[src/hdl/ocs_pkg.sv]
// Shared opcodes, reset values and field positions for the command decoder and its host end
package ocs_pkg;
  localparam logic [7:0] OP_AREA = 8'hD8;
  localparam logic [7:0] OP_PRECH = 8'hD9;
  localparam logic [7:0] OP_COMCFG = 8'hDA;
  localparam logic [7:0] OP_SCAN_UP = 8'hC0;
  localparam logic [7:0] OP_SCAN_DN = 8'hC8;
  localparam logic [7:0] OP_RMW_IN = 8'hE0;
  localparam logic [7:0] OP_RMW_OUT = 8'hEE;
  localparam logic [7:0] OP_HS_R = 8'h26;
  localparam logic [7:0] OP_HS_L = 8'h27;
  localparam logic [7:0] OP_VHS_R = 8'h29;
  localparam logic [7:0] OP_VHS_L = 8'h2A;
  localparam logic [7:0] OP_SC_OFF = 8'h2E;
  localparam logic [7:0] OP_SC_ON = 8'h2F;
  localparam logic [3:0] HS_PARAMS = 4'h4;
  localparam logic [3:0] VHS_PARAMS = 4'h5;
  localparam logic [7:0] PRECH_RST = 8'h02;
  localparam logic [7:0] COMCFG_RST = 8'h12;
  localparam int COMCFG_ALT_BIT = 4;
  localparam int COMCFG_SWAP_BIT = 5;
  localparam logic [7:0] NUM_COLS = 8'h84;
  localparam logic [5:0] NUM_ROWS_M1 = 6'h3F;
  localparam logic [7:0] ADDR_W = 8'h0B;
  localparam logic [11:0] PTR_LAST = 12'h41F;
  localparam int STAT_SCROLL_BIT = 6;
  localparam int STAT_RMW_BIT = 5;
  localparam int STAT_BUSY_BIT = 7;
  localparam logic [7:0] APB_CMD = 8'h00;
  localparam logic [7:0] APB_CTRL = 8'h04;
  localparam logic [7:0] APB_STAT = 8'h08;
  localparam logic [7:0] APB_RDATA = 8'h0C;
endpackage : ocs_pkg

[src/hdl/ocs_link_if.sv]
// Host port between the controller and the decoder
`timescale 1ns/1ps
interface ocs_link_if;
  logic strobe;
  logic wr;
  logic dc;
  logic serial_sel;
  logic [7:0] wdata;
  logic [7:0] rdata;
  logic ack;
  modport dev (input strobe, input wr, input dc, input serial_sel, input wdata,
               output rdata, output ack);
  modport host (output strobe, output wr, output dc, output serial_sel, output wdata,
                input rdata, input ack);
endinterface : ocs_link_if

[src/hdl/ocs_device.sv]
// Command decoder, memory pointer and scroll engine of the display driver
//
// Added by the designer: the APB interface to the registers and the address map.
`timescale 1ns/1ps
module ocs_device
  import ocs_pkg::*;
#(
  parameter int FRAME_CYCLES = 1024
) (
  // Clock and reset
  input wire logic pclk,
  input wire logic presetn,
  // Host link
  ocs_link_if.dev link,
  // Display configuration
  output logic area_color_q,
  output logic low_power_q,
  output logic [7:0] precharge_q,
  output logic com_alt_q,
  output logic com_swap_q,
  output logic scan_down_q,
  // Memory pointer and scroll state
  output logic [11:0] ptr_q,
  output logic rmw_q,
  output logic scroll_on_q,
  output logic scroll_left_q,
  output logic [7:0] col_shift_q,
  output logic [5:0] row_shift_q,
  output logic [2:0] start_page_q,
  output logic [2:0] end_page_q,
  output logic [2:0] interval_q,
  output logic [5:0] voffset_q,
  output logic [2:0] hstep_q
);
  typedef enum logic [2:0] {
    OC_IDLE = 3'b001,
    OC_ARG1 = 3'b010,
    OC_ARGN = 3'b100
  } ocs_dec_t;

  ocs_dec_t state_q;
  logic [7:0] op_q;
  logic [3:0] left_q;
  logic [3:0] idx_q;
  logic [11:0] saved_q;
  logic [7:0] mem_q [0:15];
  logic [15:0] frame_q;
  logic [2:0] frames_q;
  logic is_cmd;
  logic is_data_wr;
  logic is_data_rd;
  logic step;
  logic [7:0] status;
  logic [8:0] col_next;
  logic [6:0] row_next;

  assign is_cmd = link.strobe && link.wr && !link.dc;
  assign is_data_wr = link.strobe && link.wr && link.dc;
  assign is_data_rd = link.strobe && !link.wr && link.dc;
  assign status = {1'b0, scroll_on_q, rmw_q, 5'h00};

  // Command and parameter sequencing
  always_ff @(posedge pclk or negedge presetn) begin
    if (!presetn) begin
      state_q <= OC_IDLE;
      op_q <= 8'h00;
      left_q <= 4'h0;
      idx_q <= 4'h0;
    end else if (is_cmd) begin
      unique case (state_q)
        OC_IDLE: begin
          op_q <= link.wdata;
          idx_q <= 4'h0;
          if (link.wdata == OP_HS_R || link.wdata == OP_HS_L) begin
            left_q <= HS_PARAMS;
            state_q <= OC_ARGN;
          end else if (link.wdata == OP_VHS_R || link.wdata == OP_VHS_L) begin
            left_q <= VHS_PARAMS;
            state_q <= OC_ARGN;
          end else if (link.wdata == OP_AREA || link.wdata == OP_PRECH
                       || link.wdata == OP_COMCFG) begin
            state_q <= OC_ARG1;
          end
        end
        OC_ARG1: state_q <= OC_IDLE;
        OC_ARGN: begin
          idx_q <= idx_q + 4'h1;
          left_q <= left_q - 4'h1;
          if (left_q == 4'h1) state_q <= OC_IDLE;
        end
        default: state_q <= OC_IDLE;
      endcase
    end
  end

  // Single-parameter configuration and scan direction
  always_ff @(posedge pclk or negedge presetn) begin
    if (!presetn) begin
      area_color_q <= 1'b0;
      low_power_q <= 1'b0;
      precharge_q <= PRECH_RST;
      com_alt_q <= COMCFG_RST[COMCFG_ALT_BIT];
      com_swap_q <= COMCFG_RST[COMCFG_SWAP_BIT];
      scan_down_q <= 1'b0;
    end else if (is_cmd) begin
      if (state_q == OC_ARG1 && op_q == OP_AREA) begin
        area_color_q <= link.wdata[0];
        low_power_q <= link.wdata[2];
      end
      if (state_q == OC_ARG1 && op_q == OP_PRECH) precharge_q <= link.wdata;
      if (state_q == OC_ARG1 && op_q == OP_COMCFG) begin
        com_alt_q <= link.wdata[COMCFG_ALT_BIT];
        com_swap_q <= link.wdata[COMCFG_SWAP_BIT];
      end
      if (state_q == OC_IDLE && link.wdata == OP_SCAN_UP) scan_down_q <= 1'b0;
      if (state_q == OC_IDLE && link.wdata == OP_SCAN_DN) scan_down_q <= 1'b1;
    end
  end

  // Scroll setup bytes; a new setup overwrites every field
  always_ff @(posedge pclk or negedge presetn) begin
    if (!presetn) begin
      scroll_left_q <= 1'b0;
      hstep_q <= 3'h0;
      start_page_q <= 3'h0;
      interval_q <= 3'h0;
      end_page_q <= 3'h0;
      voffset_q <= 6'h00;
    end else if (is_cmd && state_q == OC_IDLE && (link.wdata == OP_HS_R
                 || link.wdata == OP_HS_L || link.wdata == OP_VHS_R
                 || link.wdata == OP_VHS_L)) begin
      scroll_left_q <= (link.wdata == OP_HS_L || link.wdata == OP_VHS_L);
      hstep_q <= (link.wdata == OP_HS_R || link.wdata == OP_HS_L) ? 3'h1 : 3'h0;
      start_page_q <= 3'h0;
      interval_q <= 3'h0;
      end_page_q <= 3'h0;
      voffset_q <= 6'h00;
    end else if (is_cmd && state_q == OC_ARGN) begin
      if (op_q == OP_VHS_R || op_q == OP_VHS_L) begin
        unique case (idx_q)
          4'h0: hstep_q <= link.wdata[2:0];
          4'h1: start_page_q <= link.wdata[2:0];
          4'h2: interval_q <= link.wdata[2:0];
          4'h3: end_page_q <= link.wdata[2:0];
          4'h4: voffset_q <= link.wdata[5:0];
          default: ;
        endcase
      end else begin
        unique case (idx_q)
          4'h1: start_page_q <= link.wdata[2:0];
          4'h2: interval_q <= link.wdata[2:0];
          4'h3: end_page_q <= link.wdata[2:0];
          default: ;
        endcase
      end
    end
  end

  // Activate and deactivate
  always_ff @(posedge pclk or negedge presetn) begin
    if (!presetn) scroll_on_q <= 1'b0;
    else if (is_cmd && state_q == OC_IDLE && link.wdata == OP_SC_ON) scroll_on_q <= 1'b1;
    else if (is_cmd && state_q == OC_IDLE && link.wdata == OP_SC_OFF) scroll_on_q <= 1'b0;
  end

  // Frame timing: one step every interval_q + 1 frames
  assign step = scroll_on_q && frame_q == 16'(FRAME_CYCLES - 1) && frames_q == interval_q;
  always_ff @(posedge pclk or negedge presetn) begin
    if (!presetn) begin
      frame_q <= 16'h0000;
      frames_q <= 3'h0;
    end else if (frame_q == 16'(FRAME_CYCLES - 1)) begin
      frame_q <= 16'h0000;
      frames_q <= (frames_q == interval_q || !scroll_on_q) ? 3'h0 : frames_q + 3'h1;
    end else begin
      frame_q <= frame_q + 16'h0001;
    end
  end

  // Cyclic shifts over all columns and all memory rows
  assign col_next = scroll_left_q ? {1'b0, col_shift_q} + {6'h00, hstep_q}
                  : {1'b0, col_shift_q} + {1'b0, NUM_COLS} - {6'h00, hstep_q};
  assign row_next = {1'b0, row_shift_q} + {1'b0, voffset_q};
  always_ff @(posedge pclk or negedge presetn) begin
    if (!presetn) begin
      col_shift_q <= 8'h00;
      row_shift_q <= 6'h00;
    end else if (step) begin
      // Zero offset gives horizontal only, zero step gives vertical only
      col_shift_q <= (col_next >= {1'b0, NUM_COLS}) ? 8'(col_next - {1'b0, NUM_COLS})
                   : col_next[7:0];
      row_shift_q <= row_next[5:0] & NUM_ROWS_M1;
    end
  end

  // Memory pointer with read-modify-write save and restore
  always_ff @(posedge pclk or negedge presetn) begin
    if (!presetn) begin
      rmw_q <= 1'b0;
      saved_q <= 12'h000;
      ptr_q <= 12'h000;
    end else if (is_cmd && state_q == OC_IDLE && link.wdata == OP_RMW_IN) begin
      rmw_q <= 1'b1;
      saved_q <= ptr_q;
    end else if (is_cmd && state_q == OC_IDLE && link.wdata == OP_RMW_OUT) begin
      rmw_q <= 1'b0;
      if (rmw_q) ptr_q <= saved_q;
    end else if (is_data_wr || (is_data_rd && !rmw_q)) begin
      ptr_q <= (ptr_q == PTR_LAST) ? 12'h000 : ptr_q + 12'h001;
    end
  end

  // Small display memory model indexed by the pointer's low bits
  always_ff @(posedge pclk) begin
    if (is_data_wr) mem_q[ptr_q[3:0]] <= link.wdata;
  end

  // Read answer: status on command select, none on serial
  always_ff @(posedge pclk or negedge presetn) begin
    if (!presetn) begin
      link.rdata <= 8'h00;
      link.ack <= 1'b0;
    end else begin
      link.ack <= link.strobe;
      if (link.strobe && !link.wr) begin
        if (link.serial_sel) link.rdata <= 8'h00;
        else if (!link.dc) link.rdata <= status;
        else link.rdata <= mem_q[ptr_q[3:0]];
      end
    end
  end
endmodule : ocs_device

[src/flat_wrapper.sv]
// flat-port wrapper written by rule: the top's interface ports become plain ports
module ocs_device_flat import ocs_pkg::*;
#(
  parameter int FRAME_CYCLES = 1024
)
  (pclk, presetn, area_color_q, low_power_q, precharge_q, com_alt_q, com_swap_q, scan_down_q, ptr_q, rmw_q, scroll_on_q, scroll_left_q, col_shift_q, row_shift_q, start_page_q, end_page_q, interval_q, voffset_q, hstep_q, link_strobe, link_wr, link_dc, link_serial_sel, link_wdata, link_rdata, link_ack);
  ocs_link_if link_i ();
  input wire logic pclk;
  input wire logic presetn;
  output logic area_color_q;
  output logic low_power_q;
  output logic [7:0] precharge_q;
  output logic com_alt_q;
  output logic com_swap_q;
  output logic scan_down_q;
  output logic [11:0] ptr_q;
  output logic rmw_q;
  output logic scroll_on_q;
  output logic scroll_left_q;
  output logic [7:0] col_shift_q;
  output logic [5:0] row_shift_q;
  output logic [2:0] start_page_q;
  output logic [2:0] end_page_q;
  output logic [2:0] interval_q;
  output logic [5:0] voffset_q;
  output logic [2:0] hstep_q;
  input wire logic [$bits(link_i.strobe)-1:0] link_strobe;
  input wire logic [$bits(link_i.wr)-1:0] link_wr;
  input wire logic [$bits(link_i.dc)-1:0] link_dc;
  input wire logic [$bits(link_i.serial_sel)-1:0] link_serial_sel;
  input wire logic [$bits(link_i.wdata)-1:0] link_wdata;
  output wire logic [$bits(link_i.rdata)-1:0] link_rdata;
  output wire logic [$bits(link_i.ack)-1:0] link_ack;
  assign link_i.strobe = link_strobe;
  assign link_i.wr = link_wr;
  assign link_i.dc = link_dc;
  assign link_i.serial_sel = link_serial_sel;
  assign link_i.wdata = link_wdata;
  assign link_rdata = link_i.rdata;
  assign link_ack = link_i.ack;
  ocs_device #(.FRAME_CYCLES(FRAME_CYCLES)) u_core (.pclk(pclk), .presetn(presetn), .link(link_i), .area_color_q(area_color_q), .low_power_q(low_power_q), .precharge_q(precharge_q), .com_alt_q(com_alt_q), .com_swap_q(com_swap_q), .scan_down_q(scan_down_q), .ptr_q(ptr_q), .rmw_q(rmw_q), .scroll_on_q(scroll_on_q), .scroll_left_q(scroll_left_q), .col_shift_q(col_shift_q), .row_shift_q(row_shift_q), .start_page_q(start_page_q), .end_page_q(end_page_q), .interval_q(interval_q), .voffset_q(voffset_q), .hstep_q(hstep_q));
endmodule
[config.mk]
export PLATFORM = sky130hd
export DESIGN_NAME = ocs_device_flat
export DESIGN_NICKNAME = d
export VERILOG_FILES = /design/src/hdl/ocs_pkg.sv /design/src/hdl/ocs_link_if.sv /design/src/hdl/ocs_device.sv /design/src/flat_wrapper.sv
export SDC_FILE = /design/constraint.sdc
export NUM_CORES = 1
export LEC_CHECK = 0
export BUFFER_PORTS_ARGS = -buffer_cell sky130_fd_sc_hd__buf_2
export CAP_MARGIN = 10
export CORE_ASPECT_RATIO = 1.75
export CORE_UTILIZATION = 45
export DETAILED_ROUTE_END_ITERATION = 6
export SLEW_MARGIN = 20
export SYNTH_ARGS = -nofsm -noshare
export SYNTH_HDL_FRONTEND = slang
export SYNTH_SLANG_ARGS = --single-unit
[constraint.sdc]
create_clock -name pclk -period 3.4 [get_ports pclk]
set_input_delay 0.51 -clock pclk [delete_from_list [all_inputs] [get_ports pclk]]
set_output_delay 0.51 -clock pclk [all_outputs]
set_load 0.01 [all_outputs]
==> flow_metrics.env, run 1 <==
export IMPL_status="finished clean"
export IMPL_synth_area_um2=11500
export IMPL_crit_fanout=4
export IMPL_insertion_delay_ns=0.52
export IMPL_layout_nets=1056
export IMPL_diodes=0
export IMPL_finalWirelength_mm=27.6
export IMPL_relSlewSlack_pct=45.0
export IMPL_ys_ff_latch=247
export IMPL_grt_pass1_wl_mm=42.8
export IMPL_hold_slack_ns=0.00903
export IMPL_synthSimpleGateAreaFrac_pct=12.8
export IMPL_routabilityCongestion=0.817
export IMPL_yosys_area_share_adder_pct=4.33
export IMPL_start_util_pct=45.6
export IMPL_synth_compound_area_share_pct=7.92
export IMPL_max_cap_violations=0
export IMPL_port_buffer_count=82
export IMPL_rows=77
export IMPL_dp_worst_setup_slack_ns=0.113
export IMPL_detail_route_first_pass_iterations=4
export IMPL_clock_sinks=247
export IMPL_muxShareOfSynthArea_pct=10.9
export IMPL_period_share_pct=96.5
export IMPL_cell_internal_pwr_mw=5.41
export IMPL_p_clk_share_pct=37.6
export IMPL_area_delta_synth_final_pct=15.3
export IMPL_cts_hold_buf=0
export IMPL_overflow=0
export IMPL_fin_crit_ns=3.28
export IMPL_cts_root_buf="clkbuf_16"
export IMPL_globalRouteMet2Util_pct=42.2
export IMPL_yosysSeqAreaShare_pct=59.3
export IMPL_rr_startpoint="u_core.col_shift_q[0]$_DFFE_PN0P_"
export IMPL_vias_per_cell=5.64
export IMPL_p_sw_share_pct=25.7
export IMPL_stdcell_area_um2=13300
export IMPL_stdcell_count=1335
export IMPL_synth_cell_types=70
export IMPL_drcViolationCount=0
export IMPL_synth_common_cells="edfxtp_1 (128), dfrtp_1 (116), nand2_1 (95), o21ai_0 (58), nor2_1 (56)"
export IMPL_synth_top_cell_by_area="edfxtp_1"
export IMPL_clockBufferDepth=3
export IMPL_cts_tree="built"
export IMPL_syn_num_nets=947
export IMPL_peakVddDrop_v=0.000422
export IMPL_ios=83
export IMPL_p_per_area_nw_per_um2=549
export IMPL_grt_pass1_vias=7611
export IMPL_busiest_layer="met2"
export IMPL_required_ns=3.80
export IMPL_cts_reportedPaths_clkPinSlew_ns=0.06
export IMPL_postSynthCellCount=895
export IMPL_fin_worst_skew_ns=0.00913
export IMPL_met1_usage_pct=23.4
export IMPL_hold_violations=0
export IMPL_fin_total_pwr_mw=7.28
export IMPL_worstSetupStartpoint="u_core.col_shift_q[0]$_DFFE_PN0P_"
export IMPL_p_sw_mw=1.87
export IMPL_synth_top_area_share_pct=33.4
export IMPL_synth_edf_count=128
export IMPL_synth_area_top_cells="edfxtp_1 (33%), dfrtp_1 (25%), mux4_2 (7.8%), ha_1 (3.8%), nand2_1 (3.1%)"
export IMPL_antenna_found_initial=0
export IMPL_drv_slew=0
export IMPL_async_flop_share_pct=48.2
export IMPL_place_area_um2=12400
export IMPL_max_freq_mhz=305
export IMPL_yosysWarnings=0
export IMPL_end_kind="flop"
export IMPL_wire_per_inst_um=20.7
export IMPL_num_vias=7535
export IMPL_final_util_pct=52.6
export IMPL_die_x_um=123
export IMPL_hold_class="input pin to asynchronous set/reset pin"
export IMPL_setup_slack_ns=0.119
export IMPL_core_area_um2=25200
export IMPL_dieArea_um2=26300
export IMPL_synth_xor_area_share_pct=1.98
export IMPL_critical_path_class="flop to flop"
export IMPL_ys_flop_type="edfxtp_1"
export IMPL_dp_hpwl_mm=19.9
export IMPL_antenna_left=0
export IMPL_h_tree_depth=1
export IMPL_use_met3_pct=2.07
export IMPL_postSynthAreaPerCell_um2=12.9
export IMPL_arrival_ns=3.68
export IMPL_power_share_combinational_pct=15.8
export IMPL_setup_viol_count_final=0
export IMPL_crit_path_start_kind="flop"
export IMPL_cts_made_buffers=23
export IMPL_p_leak_nw=5.48
export IMPL_setup_tns_ns=0
export IMPL_placedCellCount=1293
export IMPL_seqPwrFrac_pct=46.6
export IMPL_grt_max_degree=74
export IMPL_drive_gt1_share_pct=23.5
export IMPL_tightestPinTransition_ns=0.821
export IMPL_drt_iter0_drc=448
export IMPL_yosysMostFrequentCell="edfxtp_1"
export IMPL_die_y_um=214
export IMPL_groute_usage_overall_pct=21.9
export IMPL_synth_top_family_by_area="simple AND/OR/NAND/NOR gates"
## critical path, cell delays in order, from the launching register on
cell and delay (ns):
dfrtp_1 0.39, ha_1 0.20, inv_1 0.06, fa_1 0.41, or3b_1 0.37, a32o_1 0.30, o221a_4 0.26, a311oi_4 0.41
buf_4 0.19, nand3_1 0.09, and3_1 0.22, o31a_1 0.26
## cells by family (layout without fill, tap and decap cells)
group | count (synthesis) | after routing
adder cells (fa/ha/maj) | 38 | 38
flip-flops | 247 | 247
AND/OR/NAND/NOR | 293 | 293
multiplexers | 73 | 73
XOR/XNOR | 26 | 26
AO/OA/AOI/OAI | 142 | 143
buffers and inverters | 76 | 199
## cell usage in the layout, fill, tap and decap left out, drive strengths merged, types with 6 or more instances in the layout
master / instances
edfxtp: 128
buf: 119
dfrtp: 116
nand2: 95
o21ai: 58
nor2: 56
mux4: 40
inv: 40
ha: 35
a21oi: 34
nand3: 32
clkbuf: 29
mux2: 23
nor3: 19
xnor2: 14
xor2: 12
and3: 11
nor3b: 10
mux2i: 10
nand2b: 9
nand4: 9
nor2b: 9
nor4: 6
## power by group through the flow
stage | Clock (mW) | Sequential, mW | Combinational (mW)
floorplan | 0 | 3.43 | 0.723
global placement | 0 | 3.45 | 1.16
detailed placement | 0 | 3.46 | 1.17
CTS | 2.78 | 3.40 | 1.17
global route | 2.90 | 3.41 | 1.26
finish | 2.74 | 3.40 | 1.15
## timing repair
item	4_1_cts	5_1_grt
setup buffers	0	1
setup endpoints to repair	0	6
resized for setup	0	7
## layer usage
layer / routed length, um / vias up
li1: - / 3522
met1: 10300 / 3826
met2: 15500 / 128
met3: 632 / 59
met4: 1160 / 0
met5: 0 / -
## path summary, 6_finish.rpt
kind,to,cells past startpoint,slack (ns)
max,u_core.col_shift_q[7]$_DFFE_PN0P_,11,0.12
max in group asynchronous,u_core.com_alt_q$_DFFE_PN1P_,2,2.50
min,u_core.link.rdata[3]$_DFFE_PN0P_,1,0.009
min in group pclk,u_core.link.ack$_DFF_PN0_,1,0.21
max reg2reg,u_core.col_shift_q[7]$_DFFE_PN0P_,11,0.12
min reg2reg,u_core.frame_q[0]$_DFF_PN0_,1,0.48
## state kept, by name, summed over array words and instances (netlist names), 3 cells and up
register / count
u_core.interval_q: 3
u_core.ptr_q: 12
u_core.idx_q: 4
u_core.left_q: 4
u_core.col_shift_q: 8
u_core.end_page_q: 3
u_core.voffset_q: 6
u_core.link.rdata: 8
u_core.state_q: 3
u_core.row_shift_q: 6
u_core.frame_q: 16
u_core.mem_q: 128
u_core.frames_q: 3
u_core.hstep_q: 3
u_core.saved_q: 12
u_core.op_q: 8
u_core.start_page_q: 3
u_core.precharge_q: 8
## area by class of cell
cell class | instances | area [um^2]
Clock buffer | 29 | 608
Clock inverter | 11 | 179
Fill cell | 2167 | 12000
Inverter | 40 | 150
Multi-Input combinational cell | 573 | 4410
Sequential cell | 247 | 6830
Tap cell | 316 | 395
Timing Repair Buffer | 119 | 703
Power figures use the tool's default switching activity.
==> inputs of run 2 (changes only) <==
--- a/config.mk
+++ b/config.mk
@@ -14,3 +14,4 @@
 export SYNTH_ARGS = -nofsm -noshare
 export SYNTH_HDL_FRONTEND = slang
 export SYNTH_SLANG_ARGS = --single-unit
+export TNS_END_PERCENT = 100
==> constraint.sdc (replaced) <==
create_clock -name pclk -period 4 [get_ports pclk]
set_input_delay 0.6 -clock pclk [delete_from_list [all_inputs] [get_ports pclk]]
set_output_delay 0.6 -clock pclk [all_outputs]
set_load 0.01 [all_outputs]
==> run 2 against run 1 <==
Register-to-register slack better by 0.55 ns. Flip-flop and latch count stayed put. Non-clock buffer count is 15 lower. Fmax is 1.4% lower. Core utilization is 0.28 points lower. Worst setup slack better by 0.55 ns. Largest cell class unchanged.
==> flow_metrics.env, run 2 (synthesis results as in run 1) <==
export IMPL_status="finished clean"
export IMPL_ctsResizeCount=0
export IMPL_drcViolationCount=0
export IMPL_fin_crit_ns=3.33
export IMPL_place_area_um2=12300
export IMPL_layout_nets=1040
export IMPL_final_common_cell="edfxtp_1"
export IMPL_insertion_delay_ns=0.51
export IMPL_clockBufferDepth=3
export IMPL_critical_path_class="flop to flop"
export IMPL_setup_tns_ns=0
export IMPL_drt_iter0_drc=596
export IMPL_die_x_um=123
export IMPL_busiest_layer="met2"
export IMPL_diodes=0
export IMPL_crit_fanout=10
export IMPL_hold_violations=0
export IMPL_routabilityCongestion=0.819
export IMPL_rsz0062_at_grt="false"
export IMPL_drv_slew=0
export IMPL_period_share_pct=83.2
export IMPL_groute_usage_overall_pct=22.0
export IMPL_start_util_pct=45.6
export IMPL_end_kind="flop"
export IMPL_overflow=0
export IMPL_reg2reg_depth=12
export IMPL_cp_buffers_inverters=2
export IMPL_cts_hold_buf=0
export IMPL_largest_reg_flops=128
export IMPL_fin_worst_skew_ns=0.00845
export IMPL_globalRouteMet2Util_pct=43.4
export IMPL_crit_family="adder cells"
export IMPL_grt_pass1_wl_mm=42.9
export IMPL_max_freq_mhz=300
export IMPL_cts_root_buf="clkbuf_16"
export IMPL_grt_pass1_vias=7554
export IMPL_cts_reportedPaths_clkPinSlew_ns=0.07
export IMPL_num_vias=7415
export IMPL_arrival_ns=3.76
export IMPL_finalWirelength_mm=27.5
export IMPL_die_y_um=214
export IMPL_worstPathCellList="inv_1 -> ha_1 -> ha_1 -> inv_1 -> fa_1 -> and2b_2 -> o22ai_1 -> xnor2_1 -> mux2i_1 -> a41oi_4 -> or4_1 -> o211ai_1"
export IMPL_port_buffer_count=82
export IMPL_antenna_left=0
export IMPL_stdcell_area_um2=13200
export IMPL_use_met3_pct=2.10
export IMPL_met1_usage_pct=23.5
export IMPL_cp_depth=12
export IMPL_hold_class="input pin to asynchronous set/reset pin"
export IMPL_p_leak_nw=5.45
export IMPL_relSlewSlack_pct=37.2
export IMPL_final_cell_mix="edfxtp_1 (128), dfrtp_1 (115), nand2_1 (95), buf_2 (81), o21ai_0 (58)"
export IMPL_crit_path_start_kind="flop"
export IMPL_core_area_um2=25200
export IMPL_fill_cells=2220
export IMPL_slowest_delay_ns=0.50
export IMPL_h_tree_depth=1
export IMPL_max_cap_violations=0
export IMPL_drive_gt1_share_pct=22.5
export IMPL_cts_made_buffers=23
export IMPL_p_per_area_nw_per_um2=479
export IMPL_required_ns=4.43
export IMPL_tightestPinTransition_ns=0.941
export IMPL_antenna_found_initial=0
export IMPL_wire_per_inst_um=20.8
export IMPL_detail_route_first_pass_iterations=5
export IMPL_cts_tree="built"
export IMPL_grt_max_degree=70
export IMPL_ios=83
export IMPL_rows=77
export IMPL_crit_slowest_cell="mux2i_1"
export IMPL_peakVddDrop_v=0.000265
export IMPL_vias_per_cell=5.62
export IMPL_area_delta_synth_final_pct=14.7
export IMPL_post_cts_buffers=0
export IMPL_dieArea_um2=26300
export IMPL_dp_hpwl_mm=19.5
export IMPL_setup_viol_count_final=0
export IMPL_clock_sinks=247
## run 2: final cells by class
cell class,instances,area (um^2),share of cell area [%]
Sequential cell,247,6830,51.7
Multi-Input combinational cell,572,4380,33.2
Clock buffer,29,638,4.83
Timing Repair Buffer,104,591,4.47
Tap cell,316,395,2.99
Clock inverter,12,221,1.68
Inverter,40,150,1.14
## run 2: metrics by stage
| step | std cells | utilization, % | setup slack (ns) | hold slack (ns) | power, mW |
|---|---|---|---|---|---|
| 4_1_cts | 1320 | 52.3 | 0.676 | 0.250 | 6.40 |
| 6_report | 1320 | 52.3 | 0.672 | 0.212 | 6.32 |
| 5_1_grt | 1320 | 52.3 | 0.384 | 0.277 | 6.57 |
| 2_1_floorplan | 895 | - | 0.987 | 0.304 | 3.53 |
| 3_5_place_dp | 1279 | 48.9 | 0.696 | 0.461 | 3.92 |
| 3_3_place_gp | 1279 | 48.9 | 0.788 | 0.456 | 3.91 |
## run 2: power breakdown
part / internal (mW) / switching (mW) / leakage (nW) / total [mW]
Clock: 1.52 / 0.959 / 0.419 / 2.48
Combinational: 0.414 / 0.521 / 2.28 / 0.935
Sequential: 2.78 / 0.126 / 2.75 / 2.90
Total: 4.72 / 1.61 / 5.45 / 6.32
## run 2: final timing paths
| check | startpoint | endpoint | slack [ns] |
|---|---|---|---|
| max in group asynchronous | presetn | u_core.row_shift_q[4]$_DFFE_PN0P_ | 2.89 |
| hold reg to reg | u_core.frame_q[4]$_DFF_PN0_ | u_core.frame_q[4]$_DFF_PN0_ | 0.47 |
| setup reg to reg | u_core.hstep_q[1]$_DFFE_PN0P_ | u_core.col_shift_q[3]$_DFFE_PN0P_ | 0.67 |
| hold / removal | presetn | u_core.link.rdata[1]$_DFFE_PN0P_ | 0.21 |
| min in group pclk | link_serial_sel | u_core.link.rdata[5]$_DFFE_PN0P_ | 0.30 |
| setup / recovery | u_core.hstep_q[1]$_DFFE_PN0P_ | u_core.col_shift_q[3]$_DFFE_PN0P_ | 0.67 |
## run 2: worst reg2reg max path, cell delays in order (launching register included)
cell,delay (ns)
dfrtp_1,0.39
inv_1,0.09
ha_1,0.29
ha_1,0.19
inv_1,0.06
fa_1,0.38
and2b_2,0.27
o22ai_1,0.10
xnor2_1,0.13
mux2i_1,0.50
a41oi_4,0.31
or4_1,0.46
o211ai_1,0.09
## run 2: metal layers
layer / up-vias / routed length [um]
li1: 3490 / -
met1: 3736 / 9880
met4: 0 / 939
met3: 52 / 729
met5: - / 0
met2: 137 / 15900
